File: src/gpg_defines.svh
// Operation
// Five-bit bidirectional port; each pin is read through the port register.
// Direction bit 0 drives the latch bit out; 1 makes the pin an input.
// Latch bit 7 makes serial-2 transmit/clock pin open-drain while serial-2 active.
// An enabled peripheral may force a shared pin to output or input.
// Overrides never enter the direction register; reads return software values.
// Port register bits 7,6,5 are active-low pull-up enables for ports D,E,J.
// Every reset disables all pull-ups controlled by port register upper bits.
// Direction bits 7..5 and latch bits 7..6 select peripheral open-drain outputs.
// Latch bit 5 is unimplemented: writes ignored, reads zero.
// Serial-2 transmit or sync data output overrides the port latch value.
// Software sets receive pin direction to input for asynchronous receive.
// Software sets direction to input when serial-2 uses a pin as sync input.
// Small package: port-J pull-up bit unimplemented, reads zero.
// The three pull-up control bits reset to one.
// Writing the port register updates latch bits 4 to 0.
`ifndef GPG_DEFINES_SVH
`define GPG_DEFINES_SVH
`define GPG_PORT_OFS 12'h000
`define GPG_LAT_OFS 12'h004
`define GPG_DIR_OFS 12'h008
`define GPG_PINS 5
`define GPG_PU_RST 3'h7
`define GPG_LAT_RST 5'h00
`define GPG_DIR_RST 5'h1f
`define GPG_OD_RST 3'h0
`define GPG_PULLJ_BIT 5
`define GPG_PULLE_BIT 6
`define GPG_PULLD_BIT 7
`endif

File: src/gpg_pkg.sv
package gpg_pkg;
  typedef enum logic [2:0] {
    GPG_IDLE = 3'b001,
    GPG_ACCESS = 3'b010,
    GPG_DONE = 3'b100
  } gpg_apb_state_t;
endpackage

File: src/gpg_pin_mux.sv
`timescale 1ns/1ps
`default_nettype none
// One pin's output path: peripheral override first, then software direction.
module gpg_pin_mux (
  input wire logic dir_bit,
  input wire logic lat_bit,
  input wire logic ovr_en,
  input wire logic ovr_out,
  input wire logic ovr_dat,
  output logic pin_oe,
  output logic pin_o
);
  always_comb
  begin
    if (ovr_en)
    begin
      pin_oe = ovr_out;
      pin_o = ovr_dat;
    end
    else
    begin
      pin_oe = ~dir_bit;
      pin_o = lat_bit;
    end
  end
endmodule
`default_nettype wire

File: src/gpg_port.sv
`timescale 1ns/1ps
`default_nettype none
`include "gpg_defines.svh"
module gpg_port #(
  parameter bit HAS_PORTJ = 1'b1
) (
  input wire logic ref_clk,
  input wire logic sys_rst,
  input wire logic psel,
  input wire logic penable,
  input wire logic pwrite,
  input wire logic [11:0] paddr,
  input wire logic [31:0] pwdata,
  input wire logic [3:0] pstrb,
  output logic pready,
  output logic [31:0] prdata,
  output logic pslverr,
  input wire logic [4:0] pin_i,
  output logic [4:0] pin_o,
  output logic [4:0] pin_oe,
  input wire logic serial2_active,
  input wire logic [1:0] serial2_ovr_en,
  input wire logic [1:0] serial2_ovr_out,
  input wire logic [1:0] serial2_ovr_dat,
  output logic portd_pullup_n,
  output logic porte_pullup_n,
  output logic portj_pullup_n,
  output logic serial2_open_drain,
  output logic serial1_open_drain,
  output logic spi_open_drain,
  output logic capture2_open_drain,
  output logic capture1_open_drain
);
  logic [2:0] pu_reg, pu_next;
  logic [4:0] lat_reg, lat_next;
  logic [4:0] dir_reg, dir_next;
  logic [1:0] uod_reg, uod_next;
  logic [2:0] pod_reg, pod_next;
  logic [4:0] pin_reg;
  logic [31:0] rd_reg, rd_next;
  logic [4:0] drv_oe, drv_o;
  logic [1:0] sh_en, sh_out, sh_dat;
  logic wr_en, rd_en, hit;

  function automatic logic is_mapped(input logic [11:0] a);
    is_mapped = (a == `GPG_PORT_OFS) || (a == `GPG_LAT_OFS) || (a == `GPG_DIR_OFS);
  endfunction

  // Access completes in the access phase with zero wait states
  assign pready = 1'b1;
  assign hit = is_mapped(paddr);
  assign pslverr = psel & penable & ~hit;
  assign wr_en = psel & penable & pwrite & hit & pstrb[0];
  assign rd_en = psel & ~penable & ~pwrite;

  always_comb
  begin
    pu_next = pu_reg;
    lat_next = lat_reg;
    dir_next = dir_reg;
    uod_next = uod_reg;
    pod_next = pod_reg;
    if (wr_en)
    begin
      unique case (paddr)
        `GPG_PORT_OFS:
        begin
          pu_next = pwdata[7:5];
          lat_next = pwdata[4:0];
        end
        `GPG_LAT_OFS:
        begin
          uod_next = pwdata[7:6];
          lat_next = pwdata[4:0];
        end
        `GPG_DIR_OFS:
        begin
          pod_next = pwdata[7:5];
          dir_next = pwdata[4:0];
        end
        default:
        begin
        end
      endcase
    end
  end

  always_comb
  begin
    rd_next = rd_reg;
    if (rd_en)
    begin
      rd_next = 32'h0000_0000;
      unique case (paddr)
        `GPG_PORT_OFS:
          // Port J bit reads zero on the small package
          rd_next[7:0] = {pu_reg[2:1], pu_reg[0] & HAS_PORTJ, pin_reg};
        `GPG_LAT_OFS:
          rd_next[7:0] = {uod_reg, 1'b0, lat_reg};
        `GPG_DIR_OFS:
          rd_next[7:0] = {pod_reg, dir_reg};
        default:
          rd_next = 32'h0000_0000;
      endcase
    end
  end

  always_ff @(posedge ref_clk)
  begin
    if (sys_rst)
    begin
      pu_reg <= `GPG_PU_RST;
      lat_reg <= `GPG_LAT_RST;
      dir_reg <= `GPG_DIR_RST;
      uod_reg <= 2'h0;
      pod_reg <= `GPG_OD_RST;
      pin_reg <= 5'h00;
      rd_reg <= 32'h0000_0000;
    end
    else
    begin
      pu_reg <= pu_next;
      lat_reg <= lat_next;
      dir_reg <= dir_next;
      uod_reg <= uod_next;
      pod_reg <= pod_next;
      pin_reg <= pin_i;
      rd_reg <= rd_next;
    end
  end
  assign prdata = rd_reg;

  // Only pins 1 and 2 are shared with serial 2
  assign sh_en = serial2_ovr_en & {2{serial2_active}};
  assign sh_out = serial2_ovr_out;
  assign sh_dat = serial2_ovr_dat;

  genvar g;
  generate
    for (g = 0; g < `GPG_PINS; g++)
    begin : g_pin
      gpg_pin_mux u_mux (
        .dir_bit(dir_reg[g]),
        .lat_bit(lat_reg[g]),
        .ovr_en((g == 1 || g == 2) ? sh_en[(g == 2) ? 1 : 0] : 1'b0),
        .ovr_out((g == 1 || g == 2) ? sh_out[(g == 2) ? 1 : 0] : 1'b0),
        .ovr_dat((g == 1 || g == 2) ? sh_dat[(g == 2) ? 1 : 0] : 1'b0),
        .pin_oe(drv_oe[g]),
        .pin_o(drv_o[g])
      );
    end
  endgenerate

  always_comb
  begin
    pin_o = drv_o;
    pin_oe = drv_oe;
    // Open-drain: drive low only, release when high
    if (uod_reg[1] && serial2_active)
    begin
      pin_oe[1] = drv_oe[1] & ~drv_o[1];
      pin_o[1] = 1'b0;
    end
  end

  assign portd_pullup_n = pu_reg[2];
  assign porte_pullup_n = pu_reg[1];
  assign portj_pullup_n = pu_reg[0] | ~HAS_PORTJ;
  assign serial2_open_drain = uod_reg[1];
  assign serial1_open_drain = uod_reg[0];
  assign spi_open_drain = pod_reg[2];
  assign capture2_open_drain = pod_reg[1];
  assign capture1_open_drain = pod_reg[0];

  // Bus phase tracker; lets the checks below tell setup from access
  gpg_pkg::gpg_apb_state_t state_reg, state_next;

  always_comb
  begin
    state_next = state_reg;
    unique case (state_reg)
      gpg_pkg::GPG_IDLE:
        if (psel && !penable)
          state_next = gpg_pkg::GPG_ACCESS;
      gpg_pkg::GPG_ACCESS:
        if (psel && penable)
          state_next = gpg_pkg::GPG_DONE;
      gpg_pkg::GPG_DONE:
        if (psel && !penable)
          state_next = gpg_pkg::GPG_ACCESS;
        else
          state_next = gpg_pkg::GPG_IDLE;
      // Only reachable through an upset of the one-hot code
      default:
        state_next = gpg_pkg::GPG_IDLE;
    endcase
  end

  always_ff @(posedge ref_clk)
  begin
    if (sys_rst)
      state_reg <= gpg_pkg::GPG_IDLE;
    else
      state_reg <= state_next;
  end

  // Reset values and bus behaviour
  a_pullup_reset: assert property (@(posedge ref_clk)
    sys_rst |=> (portd_pullup_n && porte_pullup_n && portj_pullup_n))
    else $error("pull-ups not disabled after reset");
  a_reset_regs: assert property (@(posedge ref_clk)
    sys_rst |=> (dir_reg == `GPG_DIR_RST && lat_reg == `GPG_LAT_RST && pod_reg == `GPG_OD_RST))
    else $error("registers not at reset values");
  a_state_onehot: assert property (@(posedge ref_clk) disable iff (sys_rst)
    $onehot(state_reg))
    else $error("bus phase code not one-hot");
  a_rd_hold: assert property (@(posedge ref_clk) disable iff (sys_rst)
    (state_reg == gpg_pkg::GPG_DONE) |-> $stable(prdata))
    else $error("read data changed after access");
  a_prdata_upper: assert property (@(posedge ref_clk) disable iff (sys_rst)
    prdata[31:8] == 24'h000000)
    else $error("read data upper bits set");
  a_unmapped_nowrite: assert property (@(posedge ref_clk) disable iff (sys_rst)
    (psel && penable && pwrite && !hit) |=> ($stable(lat_reg) && $stable(dir_reg) && $stable(pu_reg)))
    else $error("unmapped write changed a register");

  // Register writes and reads
  a_port_write: assert property (@(posedge ref_clk) disable iff (sys_rst)
    (wr_en && paddr == `GPG_PORT_OFS) |=> (lat_reg == $past(pwdata[4:0])))
    else $error("port write missed latch");
  a_pullup_write: assert property (@(posedge ref_clk) disable iff (sys_rst)
    (wr_en && paddr == `GPG_PORT_OFS) |=> ({portd_pullup_n, porte_pullup_n} == $past(pwdata[7:6])))
    else $error("pull-up control not written");
  a_lat_write: assert property (@(posedge ref_clk) disable iff (sys_rst)
    (wr_en && paddr == `GPG_LAT_OFS) |=> (lat_reg == $past(pwdata[4:0])))
    else $error("latch write lost");
  a_serial_od: assert property (@(posedge ref_clk) disable iff (sys_rst)
    (wr_en && paddr == `GPG_LAT_OFS) |=>
    ({serial2_open_drain, serial1_open_drain} == $past(pwdata[7:6])))
    else $error("serial open-drain control not written");
  a_periph_od: assert property (@(posedge ref_clk) disable iff (sys_rst)
    (wr_en && paddr == `GPG_DIR_OFS) |=>
    ({spi_open_drain, capture2_open_drain, capture1_open_drain} == $past(pwdata[7:5])))
    else $error("peripheral open-drain control not written");
  a_dir_write: assert property (@(posedge ref_clk) disable iff (sys_rst)
    (wr_en && paddr == `GPG_DIR_OFS) |=> (dir_reg == $past(pwdata[4:0])))
    else $error("direction write lost");
  a_dir_no_ovr: assert property (@(posedge ref_clk) disable iff (sys_rst)
    !(wr_en && paddr == `GPG_DIR_OFS) |=> $stable(dir_reg))
    else $error("direction changed without a write");
  a_lat5_zero: assert property (@(posedge ref_clk) disable iff (sys_rst)
    (psel && penable && !pwrite && paddr == `GPG_LAT_OFS) |-> prdata[5] == 1'b0)
    else $error("latch bit 5 reads one");
  a_dir_readback: assert property (@(posedge ref_clk) disable iff (sys_rst)
    (psel && penable && !pwrite && paddr == `GPG_DIR_OFS) |-> prdata[4:0] == dir_reg)
    else $error("direction readback altered");
  a_portj_read: assert property (@(posedge ref_clk) disable iff (sys_rst)
    (psel && penable && !pwrite && paddr == `GPG_PORT_OFS) |->
    ((prdata[5] == (portj_pullup_n & HAS_PORTJ)) && (portj_pullup_n || HAS_PORTJ)))
    else $error("port J pull-up bit wrong");
  a_pin_read: assert property (@(posedge ref_clk) disable iff (sys_rst)
    !sys_rst |=> pin_reg == $past(pin_i))
    else $error("pin sample lost");

  // Pin path
  a_port_drive: assert property (@(posedge ref_clk) disable iff (sys_rst)
    (!dir_reg[0] |-> (pin_oe[0] && pin_o[0] == lat_reg[0])))
    else $error("output pin does not follow latch");
  a_port_input: assert property (@(posedge ref_clk) disable iff (sys_rst)
    (dir_reg[4] |-> !pin_oe[4]))
    else $error("input pin driven");
  a_pin2_input: assert property (@(posedge ref_clk) disable iff (sys_rst)
    (!sh_en[1] && dir_reg[2]) |-> !pin_oe[2])
    else $error("shared input pin driven");
  a_no_ovr_idle: assert property (@(posedge ref_clk) disable iff (sys_rst)
    !serial2_active |-> (pin_oe == ~dir_reg && pin_o == lat_reg))
    else $error("pins overridden while serial idle");
  a_unshared: assert property (@(posedge ref_clk) disable iff (sys_rst)
    (pin_oe[0] == !dir_reg[0] && pin_oe[3] == !dir_reg[3] && pin_oe[4] == !dir_reg[4]))
    else $error("unshared pin overridden");
  a_ovr_priority: assert property (@(posedge ref_clk) disable iff (sys_rst)
    (sh_en[1] && sh_out[1]) |-> (pin_oe[2] && pin_o[2] == sh_dat[1]))
    else $error("serial data does not override latch");
  a_pin1_ovr: assert property (@(posedge ref_clk) disable iff (sys_rst)
    (sh_en[0] && sh_out[0]) |-> (pin_oe[1] == !(uod_reg[1] && sh_dat[0])))
    else $error("serial output on pin 1 wrong");
  a_od_low_only: assert property (@(posedge ref_clk) disable iff (sys_rst)
    (uod_reg[1] && serial2_active && pin_oe[1]) |-> !pin_o[1])
    else $error("open-drain pin drives high");
  a_periph_force: assert property (@(posedge ref_clk) disable iff (sys_rst)
    (sh_en[0] && !sh_out[0]) |-> !pin_oe[1])
    else $error("forced input still driven");

  c_write_port: cover property (@(posedge ref_clk) wr_en && paddr == `GPG_PORT_OFS);
  c_ovr_pin: cover property (@(posedge ref_clk) sh_en[0] && sh_out[0]);
  c_od_mode: cover property (@(posedge ref_clk) uod_reg[1] && serial2_active);
  c_bad_addr: cover property (@(posedge ref_clk) pslverr);
  c_rd_done: cover property (@(posedge ref_clk) state_reg == gpg_pkg::GPG_DONE && !pwrite);
endmodule
`default_nettype wire
File: config.mk
export PLATFORM = sky130hd
export DESIGN_NAME = gpg_port
export DESIGN_NICKNAME = d
export VERILOG_FILES = /design/src/gpg_pkg.sv /design/src/gpg_pin_mux.sv /design/src/gpg_port.sv
export VERILOG_INCLUDE_DIRS = /design/src /design/src/src
export SDC_FILE = /design/constraint.sdc
export NUM_CORES = 1
export LEC_CHECK = 0
export BUFFER_PORTS_ARGS = -buffer_cell sky130_fd_sc_hd__buf_2
export CORE_ASPECT_RATIO = 0.6
export CORE_MARGIN = 3
export CORE_UTILIZATION = 30
export CTS_CLUSTER_SIZE = 14
export DETAILED_ROUTE_END_ITERATION = 16
export PLACE_DENSITY = 0.6
export REMOVE_ABC_BUFFERS = 1
export SLEW_MARGIN = 20
export SYNTH_ARGS = -nofsm -noshare
export SYNTH_HDL_FRONTEND = slang
export SYNTH_HIERARCHICAL = 1
export SYNTH_SLANG_ARGS = --single-unit
File: constraint.sdc
create_clock -name ref_clk -period 1.5 [get_ports ref_clk]
set_clock_uncertainty 0.2 [all_clocks]
set_input_delay 0 -clock ref_clk [delete_from_list [all_inputs] [get_ports ref_clk]]
set_output_delay 0 -clock ref_clk [all_outputs]
set_load 0.02 [all_outputs]
## Word level (Yosys, flattened, before mapping)

Index checks and enable logic that the tools add are counted.

| word-level totals | value |
|---|---|
| latch bits | 0 |
| memories | 0 |
| register bits | 31 |
| output and inout port bits | 52 |
| memory bits (writable) | 0 |
| ROM bits | 0 |

| cells by class | value |
|---|---|
| reductions and logical operators | 9 |
| shifts and indexed selects | 0 |
| multipliers | 0 |
| magnitude comparators | 0 |
| muxes and demuxes | 7 |
| div/mod/pow operators | 0 |
| bitwise logic cells | 18 |
| $add $sub $neg | 0 |
| equality and inequality tests | 2 |

Operators by type and width:

| kind | count |
|---|---|
| $pmux 8 s3 | 1 |
| $eq 12x3->1 const B | 1 |
| $eq 12x4->1 const B | 1 |
| $logic_not 12->1 | 1 |
| $not 1->1 | 9 |
| $and 1x1->1 | 8 |
| $reduce_and 2->1 | 4 |
| $mux 1 | 6 |
| $and 2x2->2 | 1 |
| $logic_or 1x1->1 | 2 |
| $reduce_or 2->1 | 1 |
| $logic_and 1x1->1 | 1 |

## Logic depth before layout (Yosys ltp)

Gate-level depths: netlist of the first run.

| depth | value |
|---|---|
| depth after elaboration | 6 |
| mapped depth | 5 |
| mapped depth without buffers | 4 |

## Hierarchy

Netlist of the first run, hierarchy kept.

By module, submodules not included:

| module | area an instance (µm²) | instances | cells each |
|---|---|---|---|
| gpg_port | 1,646.6 | 1 | 176 |
| gpg_pin_mux | 28.8 | 5 | 3 |

## Worst setup path after synthesis of the first run

OpenSTA, ideal clock, no wires.

| timing | value |
|---|---|
| path type | input-to-reg |
| start point | input port paddr[5] |
| end point | register pu_reg[0] |
| stages | 5 |
| slack | 0.004 ns |
| data required time | 1.177 ns |
| arrival | 1.173 ns |
| setup time | 0.123 ns |
| cell sequence | nor4_4 nand3_1 or4b_1 clkbuf_1 mux2i_1 |

| between the ends | value |
|---|---|
| longest elaborated chain between the ends | 6 |
| elaborated cells on any way between the ends | 8 |
| those cells by class | 2 x eq/ne; 2 x bitwise; 4 x reduce/logical |

Ends and longest elaborated chain:

| item | RTL line | text |
|---|---|---|
| start, declared | gpg_port.sv:12 | `input wire logic [11:0] paddr,` |
| $eq 12x3->1 / $logic_not 12->1 (equally long branches) | - |  |
| $logic_or 1x1->1 (2 in a row) | gpg_port.sv:46 | `` is_mapped = (a == `GPG_PORT_OFS) \|\| (a == `GPG_LAT_OFS) \|\| (a == `GPG_DIR_OFS); `` |
| $and 1x1->1 (2 in a row) | gpg_port.sv:53 | `assign wr_en = psel & penable & pwrite & hit & pstrb[0];` |
| $reduce_and 2->1 (no source line) * | - |  |
| end signal, assigned | gpg_port.sv:112 | `` pu_reg <= `GPG_PU_RST; `` |
| end signal, assigned | gpg_port.sv:122 | `pu_reg <= pu_next;` |
| end, declared | gpg_port.sv:34 | `logic [2:0] pu_reg, pu_next;` |

Every way passes the cells marked *; elsewhere a longest branch is shown, timed or not.
A chain may end at the register's enable or synchronous reset.

## Final worst setup path of the first run

| timing | value |
|---|---|
| start point | input port paddr[2] |
| end point | register rd_reg[5], in the netlist prdata[5] |

| between the ends | value |
|---|---|
| longest elaborated chain between the ends | 2 |
| elaborated cells on any way between the ends | 4 |
| those cells by class | 2 x eq/ne; 1 x mux; 1 x reduce/logical |

Ends and longest elaborated chain:

| item | RTL line | text |
|---|---|---|
| $eq 12x4->1, or another cell as far along | gpg_port.sv:94 | `unique case (paddr)` |
| $pmux 8 s3 * | gpg_port.sv:94 |  |
| end signal, assigned | gpg_port.sv:128 | `rd_reg <= rd_next;` |
| end, declared | gpg_port.sv:40 | `logic [31:0] rd_reg, rd_next;` |

Marks and branches as above.

==> run summary, run 1 <==
Status -> completed
Data required, critical path -> 1.51 ns
R2r worst-path depth -> 3
Max-slew violation count -> 0
Vias in the first global route -> 1440
Slew margin rel. -> 56.38%
Total die area -> 6962 um2
Post-synthesis sequential area ratio -> 34.66%
Yosys synthesis warning count -> 6
Via density per instance -> 4.148
Number of iterations in the first detailed-routing pass -> 4
Synth top area share -> 34.66%
Number of buffers added on ports -> 64
Register-to-register setup slack -> 0.28 ns
Proportion of total power due to net switching -> 26.79%
Number of nets in the final layout -> 356
Flip-flop count of the largest register, all copies and words added -> 8
Worst path cell trace -> buf_2 -> buf_4 -> dlygate4sd3_1 -> or4_1 -> a21oi_1
Number of violations reported at the end of detailed-routing iteration 0 -> 38
Reg-to-reg endpoint -> prdata[5]
Max-Cap Viols -> 0
Die H -> 65.84 um
Part of the power in the clock network -> 34.8%
Detailed-route wire length -> 4476 um
Synthesized area per cell -> 9.374 um2
Starting density of the core -> 31.55%
Sink Count -> 31
Skew-Pair Late Insertion Delay -> 0.28 ns
Largest delay contributor family on the critical path -> buffers and inverters
Dpl cell area -> 2161 um2
Clock slew at reported path FFs -> 0.06 ns
Top post-synthesis cells by count -> buf_4, dfxtp_1, mux2i_1, nor2_1
Clock tree from TritonCTS -> yes
Worst hold-check slack -> 0.03752 ns
Kind of start point of the critical path -> input pin
Total power divided by cell area -> 715.1 nW/um2
Mapped cell area -> 1790 um2
Element type at the critical path end -> flip-flop
Number of enable-type register cells in the synthesized netlist -> 0
Area Overhead vs Synth -> 38.50%
Cell accounting for the most synthesized area -> dfxtp_1
Number of antenna cells inserted -> 0
Leakage dissipation -> 1.217 nW
Post-detail-place hpwl -> 3266 um
Number of cells on the critical path -> 5
Maximum clock path buffer count -> 2
Number of primary I/O pins -> 117
Count of endpoints failing setup in the final report -> 0
Internal power summed over all cells -> 1.298 mW
Largest net degree at the start of global routing -> 13
Deepest level of the CTS H-tree -> 2
Comb power frac -> 18.2%
Site Rows -> 21
Total global-route track usage -> 12.90%
Post-Layout Cell Count -> 372
Transition at the pin with the smallest max-transition slack -> 0.6530 ns
Fmax achieved -> 688.9 MHz
Inserted Clock Buffers -> 5
Global-route wire length before repair -> 6927 um
Synth area leaders -> dfxtp_1, mux2i_1, buf_4
Sequential fraction of design power -> 46.9%
Routed len/inst -> 12.03 um
Critical Path Source -> paddr[2]
Worst hold path type -> input pin to flip-flop
Post_cts resized -> 0
Overall overflow remaining after global route -> 0
Layout cell share with drive strength beyond 1 -> 30.82%
Cell with the most instances after synthesis -> buf_4
Critical Path Slowest Stage Cell -> dlygate4sd3_1
Async SR Flop Fraction -> 0%
Synthesized instance count -> 191
Finished Cell Area -> 2480 um2
Weighted congestion reported at the end of routability-driven placement -> 0.7269
Setup total negative slack -> 0 ns
Setup repair after global routing missed its margin -> false
Number of library cell types mapped by synthesis -> 30
Fill cells -> 613
Number of antenna violations at the first check in global routing -> 0
Switch Pwr -> 0.4750 mW
Die Wd -> 105.7 um
Data arrival time of the critical path -> 1.46 ns
Startpoint of the worst register-to-register path -> pu_reg[0]
Cell count after placement -> 340
VDD IR-drop max -> 0.3163 mV
Dominant synthesized flop cell -> dfxtp_1
Type of the worst setup path -> input pin to flip-flop
Antenna violation net count after detailed routing -> 0
Vias after detailed routing -> 1543
Total core area -> 5675 um2
CP bufs+invs -> 3
Seq cells post-synth -> 31
Delay of the slowest cell on the worst path -> 0.56 ns
Last element of the critical path -> prdata[5]
Number of remaining DRC errors -> 0
Largest driver fanout on the critical path -> 7
Hold Violations, Final -> 0
Final worst-path cycle share -> 96.77%
Root cell of the clock tree -> clkbuf_8
Final critical path time including I/O delays and setup -> 1.452 ns
## cell usage in the layout, fill, tap and decap left out, types with 3 or more instances in the layout
cell type / netlist / layout
a22oi_1: 7 / 7
and4_1: 3 / 3
buf_2: 2 / 64
buf_4: 33 / 12
clkbuf_8: 0 / 5
conb_1: 2 / 37
dfxtp_1: 31 / 31
dlygate4sd3_1: 0 / 23
inv_1: 6 / 6
mux2_4: 5 / 5
mux2i_1: 31 / 31
nand2b_1: 5 / 5
nor2_1: 25 / 25
nor2b_1: 6 / 6
o2bb2ai_1: 7 / 7
## how the worst min path moves through the flow
stage | startpoint | to | cells after the start
CTS | paddr[8] | uod_reg[1] | 5
floorplan | sys_rst | prdata[5] | 1
global placement | pin_i[4] | pin_reg[4] | 2
global route | paddr[1] | prdata[5] | 6
finish | paddr[6] | prdata[5] | 6
detailed placement | pin_i[2] | pin_reg[2] | 2
## per-stage QoR
stage / util, % / power, mW / worst slack, ns
after floorplan: - / 0.9966 / 0.03298
after global placement: 38.07 / 1.121 / -0.1766
after detailed placement: 38.07 / 1.122 / -0.2008
after CTS: 43.56 / 1.787 / 0.04427
after global routing: 43.69 / 1.870 / 0.01051
final: 43.69 / 1.773 / 0.04844
## cell families after synthesis
kind of cell	count (synthesis)	synth area share (%)
mux	36	21.52
simple gates	55	18.03
other cells	2	0.4194
buf+inv	48	17.12
compound gates	19	8.246
flops	31	34.66
## power by group through the flow
stage / clock network, mW / logic (mW) / registers (mW)
2_1_floorplan: 0 / 0.147 / 0.850
3_3_place_gp: 0 / 0.270 / 0.851
3_5_place_dp: 0 / 0.272 / 0.851
4_1_cts: 0.633 / 0.322 / 0.832
5_1_grt: 0.686 / 0.353 / 0.832
6_report: 0.618 / 0.323 / 0.832
## area by class of cell
type	count	area (um2)	area share (%)
multi-input combinational	147	994.7	40.11
timing repair buffer	100	660.6	26.64
sequential	31	620.6	25.03
tap	80	100.1	4.036
clock buffer	7	76.32	3.078
inverter	6	22.52	0.9082
clock inverter	1	5.005	0.2018
## worst min-delay path, cell delays in order
cell,delay (ns)
buf_2,0.10
nor4_4,0.04
nand3_1,0.08
buf_4,0.11
or4_1,0.09
a21oi_1,0.05
## layer usage
| layer | vias up | global-route usage [%] | wire [um] |
|---|---|---|---|
| li1 | 788 | - | - |
| met1 | 703 | 16.62 | 2130 |
| met2 | 48 | 20.87 | 1994 |
| met3 | 4 | 4.293 | 315 |
| met4 | 0 | 3.393 | 37 |
| met5 | - | 0 | 0 |
## repair_timing
item                       4_1_cts  5_1_grt
setup endpoints to repair        0        2
hold endpoints to repair        28        0
hold buffers                    23        0
setup buffers                    0        1
No activity file was read; power rests on OpenSTA's default activity.
==> inputs of run 2 (changes only) <==
--- a/config.mk
+++ b/config.mk
@@ -14,6 +14,7 @@
 export DETAILED_ROUTE_END_ITERATION = 16
 export PLACE_DENSITY = 0.6
 export REMOVE_ABC_BUFFERS = 1
+export SETUP_SLACK_MARGIN = 0.15
 export SLEW_MARGIN = 20
 export SYNTH_ARGS = -nofsm -noshare
 export SYNTH_HDL_FRONTEND = slang
==> run 2 against run 1 <==
  * The run now ends with negative hold slack left
  * Register-to-register slack about the same
  * Non-clock buffer count shrank 6
  * Combinational power about the same
  * Critical path depth decreased by 2
  * Final area decreased by 0.25%
  * Worst hold slack got worse by 0.093 ns
  * Utilization decreased by 0.11 points
  * Sequential share of layout area grew 0.11 points
  * Via count decreased by 1.0%
  * Flip-flop and latch count unchanged
  * Power shrank 0.36%
  * Largest power group unchanged
==> run summary, run 2 (synthesized netlist as in run 1, its figures left out) <==
Status -> finished, violations left
Violations in the final reports -> negative hold slack
Flip-flop count of the largest register, all copies and words added -> 8
Global-route wire length before repair -> 6617 um
Die Wd -> 105.7 um
Commonest non-fill, non-tap cell in the layout -> buf_2
Total power divided by cell area -> 714.4 nW/um2
Largest delay contributor family on the critical path -> flip-flops
Via density per instance -> 4.172
Number of primary I/O pins -> 117
Overall overflow remaining after global route -> 0
Vias in the first global route -> 1384
Total core area -> 5675 um2
Sink Count -> 31
Largest driver fanout on the critical path -> 2
Comb power frac -> 18.1%
Fraction of the core area covered by cells at the end of the flow -> 43.58%
Number of iterations in the first detailed-routing pass -> 4
Most frequent cells in the layout -> buf_2, conb_1, mux2i_1, dfxtp_1, nor2_1
Delay of the slowest cell on the worst path -> 0.32 ns
Maximum clock path buffer count -> 2
Clock tree from TritonCTS -> yes
Starting density of the core -> 31.55%
VDD IR-drop max -> 0.3164 mV
Hold Violations, Final -> 3
Weighted congestion reported at the end of routability-driven placement -> 0.7269
Setup repair after global routing missed its margin -> true
Total global-route track usage -> 12.28%
Max-slew violation count -> 0
Number of nets in the final layout -> 350
Number of violations reported at the end of detailed-routing iteration 0 -> 39
Inserted Clock Buffers -> 5
Internal power summed over all cells -> 1.298 mW
Cell count after placement -> 340
Worst hold path type -> input pin to flip-flop
Switch Pwr -> 0.4687 mW
Tot Pwr -> 1.767 mW
Type of the worst setup path -> flip-flop to output port
Worst hold-check slack -> -0.05521 ns
Data arrival time of the critical path -> 1.17 ns
Slew margin rel. -> 55.92%
Proportion of total power due to net switching -> 26.52%
Die H -> 65.84 um
Fmax achieved -> 729.1 MHz
Skew-Pair Late Insertion Delay -> 0.28 ns
Routed len/inst -> 11.70 um
Number of antenna cells inserted -> 0
Deepest level of the CTS H-tree -> 2
Setup total negative slack -> 0 ns
Post-detail-place hpwl -> 3266 um
Vias after detailed routing -> 1527
Largest net degree at the start of global routing -> 24
Post-cts hold buffer count -> 16
Worst path cell trace -> mux2_4 -> a31oi_1 -> buf_4
Part of the power in the clock network -> 34.8%
Data required, critical path -> 1.30 ns
Final worst-path cycle share -> 91.44%
Register-to-register setup slack -> 0.28 ns
Final critical path time including I/O delays and setup -> 1.372 ns
Root cell of the clock tree -> clkbuf_8
Layout cell share with drive strength beyond 1 -> 33.22%
Detailed-route wire length -> 4283 um
CP bufs+invs -> 1
Sequential fraction of design power -> 47.1%
Antenna violation net count after detailed routing -> 0
Site Rows -> 21
Transition at the pin with the smallest max-transition slack -> 0.6598 ns
Element type at the critical path end -> output port
Leakage dissipation -> 1.214 nW
Number of antenna violations at the first check in global routing -> 0
Critical Path Slowest Stage Cell -> dfxtp_2
Number of buffers added on ports -> 64
Kind of start point of the critical path -> flip-flop
Area Overhead vs Synth -> 38.16%
Number of remaining DRC errors -> 0
Max-Cap Viols -> 0
Post-Layout Cell Count -> 366
Total die area -> 6962 um2
Clock slew at reported path FFs -> 0.06 ns
Count of endpoints failing setup in the final report -> 0
## run 2: final timing paths
kind	cells past startpoint	to	startpoint
worst max-delay path	3	pin_oe[1]	lat_reg[1]
worst min-delay path	5	prdata[5]	pwrite
worst min register to register	2	prdata[5]	prdata[5]
worst max register to register	3	prdata[5]	pu_reg[0]
## run 2: layer usage
layer / wire (um) / track usage (%)
met1: 2010 / 15.67
met2: 1945 / 19.92
met3: 293 / 4.195
met4: 33 / 3.393
met5: 0 / 0
## run 2: power by group through the flow
stage	Sequential [mW]	Combinational [mW]	Clock [mW]
after CTS	0.832	0.308	0.633
after detailed placement	0.851	0.272	0
after global routing	0.832	0.349	0.686
final	0.832	0.320	0.615
after floorplan	0.850	0.147	0
after global placement	0.851	0.270	0
## run 2: what timing repair did
item | in CTS | in global routing
resized for setup | 5 | 10
pin swaps | 2 | 5
endpoints found under the setup margin | 7 | 8
buffers inserted | 2 | 0
hold endpoints to repair | 28 | 1
## run 2: cell type report
| type | instances | area [um2] |
|---|---|---|
| fillers | 604 | 3202 |
| clock buffers | 7 | 76.32 |
| well taps | 80 | 100.1 |
| repair buffers | 94 | 640.6 |
| clock inverters | 1 | 5.005 |
| multi-input cells | 147 | 1007 |
| flip-flops and latches | 31 | 621.8 |
| inverters | 6 | 22.52 |
## run 2: tightest hold or removal path: stages
cell,delay (ns)
buf_2,0.10
nor2_1,0.04
nand2_1,0.08
or4_1,0.11
a21oi_1,0.05
## run 2: metrics by stage
stage                     area (um2)  setup slack (ns)  hold WS (ns)
after floorplan                 1638           0.03298       -0.1309
after global placement          2161           -0.1766       0.01278
after detailed placement        2161           -0.2008       0.01656
after CTS                       2429            0.1080      -0.06573
after global routing            2474           0.06123      -0.02144
final                           2474            0.1284      -0.05521
==> inputs of run 3 (changes only) <==
--- a/config.mk
+++ b/config.mk
@@ -13,7 +13,6 @@
 export CTS_CLUSTER_SIZE = 14
 export DETAILED_ROUTE_END_ITERATION = 16
 export PLACE_DENSITY = 0.6
-export REMOVE_ABC_BUFFERS = 1
 export SETUP_SLACK_MARGIN = 0.15
 export SLEW_MARGIN = 20
 export SYNTH_ARGS = -nofsm -noshare
==> run 3 against run 2 <==
  * The flow still finishes with violations (negative hold slack)
  * Utilization is 0.40 points higher
  * Flip-flop and latch count stayed put
  * Clock power is 2% higher
  * Non-clock buffer count is 1 higher
  * Register-to-register slack worse by 0.03 ns
  * Clock-buffer cell count stayed put
  * Cell count is 0.27% higher
  * Maximum frequency is 0.33% lower
  * Sequential share of layout area is 0.23 points lower
  * Die area stayed put
  * Power is 0.68% higher
  * Critical endpoint unchanged
  * Largest cell class unchanged
  * Highest routed layer unchanged
==> run summary, run 3 (synthesized netlist as in run 1, its figures left out) <==
Status -> finished, violations left
Violations in the final reports -> negative hold slack
Data required, critical path -> 1.30 ns
Overall overflow remaining after global route -> 0
Max-slew violation count -> 0
Fraction of the core area covered by cells at the end of the flow -> 43.98%
Max-Cap Viols -> 0
Largest driver fanout on the critical path -> 2
Deepest level of the CTS H-tree -> 2
Clock tree from TritonCTS -> yes
Critical hold path startpoint -> paddr[2]
Clock slew at reported path FFs -> 0.06 ns
Kind of start point of the critical path -> flip-flop
Flip-flop count of the largest register, all copies and words added -> 8
Site Rows -> 21
Vias after detailed routing -> 1528
Number of remaining DRC errors -> 0
Fmax achieved -> 726.7 MHz
Most frequent cells in the layout -> buf_2, conb_1, mux2i_1, dfxtp_1, nor2_1
Global-route wire length before repair -> 7245 um
Startpoint of the worst register-to-register path -> pu_reg[0]
Final critical path time including I/O delays and setup -> 1.376 ns
Dpl cell area -> 2158 um2
Type of the worst setup path -> flip-flop to output port
Number of primary I/O pins -> 117
Post-Layout Cell Count -> 367
Sink Count -> 31
Die H -> 65.84 um
Worst-case setup margin in the final layout -> 0.1238 ns
Weighted congestion reported at the end of routability-driven placement -> 0.6925
Data arrival time of the critical path -> 1.18 ns
Total core area -> 5675 um2
Total die area -> 6962 um2
R2r worst-path depth -> 3
Routed len/inst -> 12.19 um
Inserted Clock Buffers -> 5
Hold Violations, Final -> 1
Leakage dissipation -> 1.217 nW
Count of endpoints failing setup in the final report -> 0
Commonest non-fill, non-tap cell in the layout -> buf_2
Cell count after placement -> 338
Layout cell share with drive strength beyond 1 -> 34.15%
Vias in the first global route -> 1464
VDD IR-drop max -> 0.3978 mV
Worst Hold Path EP -> prdata[5]
Total global-route track usage -> 13.28%
Root cell of the clock tree -> clkbuf_8
Area Overhead vs Synth -> 39.41%
Largest net degree at the start of global routing -> 22
Detailed-route wire length -> 4473 um
Final worst-path cycle share -> 91.75%
Fill cells -> 593
Post-detail-place hpwl -> 3276 um
Transition at the pin with the smallest max-transition slack -> 0.6347 ns
Tot Pwr -> 1.779 mW
Maximum clock path buffer count -> 2
Skew-Pair Late Insertion Delay -> 0.28 ns
Antenna violation net count after detailed routing -> 0
Reg-to-reg endpoint -> prdata[5]
Delay of the slowest cell on the worst path -> 0.32 ns
Number of antenna cells inserted -> 0
Total power divided by cell area -> 712.8 nW/um2
Worst hold-check slack -> -0.05834 ns
Number of iterations in the first detailed-routing pass -> 4
Register-to-register setup slack -> 0.25 ns
Flip-flop and latch area -> 621.8 um2
Worst Hold Depth -> 3
Number of buffers added on ports -> 64
Finished Cell Area -> 2496 um2
Element type at the critical path end -> output port
Number of violations reported at the end of detailed-routing iteration 0 -> 50
Critical Path Slowest Stage Cell -> dfxtp_2
Setup repair after global routing missed its margin -> true
Die Wd -> 105.7 um
Number of nets in the final layout -> 351
Worst setup slack after placement -> -0.1668 ns
Multi-input logic area -> 1022 um2
Setup total negative slack -> 0 ns
CP bufs+invs -> 1
Number of antenna violations at the first check in global routing -> 0
Worst hold path type -> input pin to flip-flop
Slew margin rel. -> 57.60%
Worst path cell trace -> mux2_4 -> a31oi_1 -> buf_4
Starting density of the core -> 31.55%
Via density per instance -> 4.163
Largest delay contributor family on the critical path -> flip-flops
==> run 3: cell types whose count changed in the layout (fill, tap and decap cells not counted), moves of 2 or more <==
cell           delta
buf_2             +3
buf_4             -3
buf_6             -2
dlygate4sd3_1     +3
==> run 3: power by group <==
part / leakage (nW) / internal, mW / switching (mW)
clock network: 0.0422 / 0.325 / 0.302
logic: 0.923 / 0.143 / 0.177
registers: 0.252 / 0.830 / 0.00178
total: 1.22 / 1.30 / 0.481
==> run 3: repair_timing <==
item,4_1_cts,5_1_grt
pin swaps,3,3
setup endpoints to repair,6,8
hold endpoints to repair,27,3
setup buffers,2,1
hold buffers,19,1
gates resized for setup,7,7
==> run 3: area by class of cell <==
type	instances	area share, %
Multi-Input combinational cell	147	40.95
Timing Repair Buffer	95	25.96
Sequential cell	31	24.91
Tap cell	80	4.010
Clock buffer	7	3.058
Inverter	6	0.9023
Clock inverter	1	0.2005
==> run 3: per-layer routing <==
metal / track usage, % / part of all wire [%] / vias up
li1: - / - / 784
met1: 18.10 / 49 / 679
met2: 20.63 / 42 / 57
met3: 3.902 / 7.0 / 8
met4: 3.393 / 1.1 / 0
met5: 0 / 0 / -
==> run 3: how the worst max path moves through the flow <==
stage	start	endpoint	slack, ns	cells past startpoint
after floorplan	paddr[5]	pu_reg[0]	0.02	5
after global placement	paddr[1]	pu_reg[1]	-0.11	5
after detailed placement	paddr[1]	pu_reg[2]	-0.17	5
after CTS	lat_reg[1]	pin_oe[1]	0.10	3
after global routing	lat_reg[1]	pin_oe[1]	0.07	3
final	lat_reg[1]	pin_oe[1]	0.12	3
==> run 3: worst min-delay path: stages <==
cell and delay (ns):
buf_2 0.17, or4_4 0.16, a21oi_2 0.04
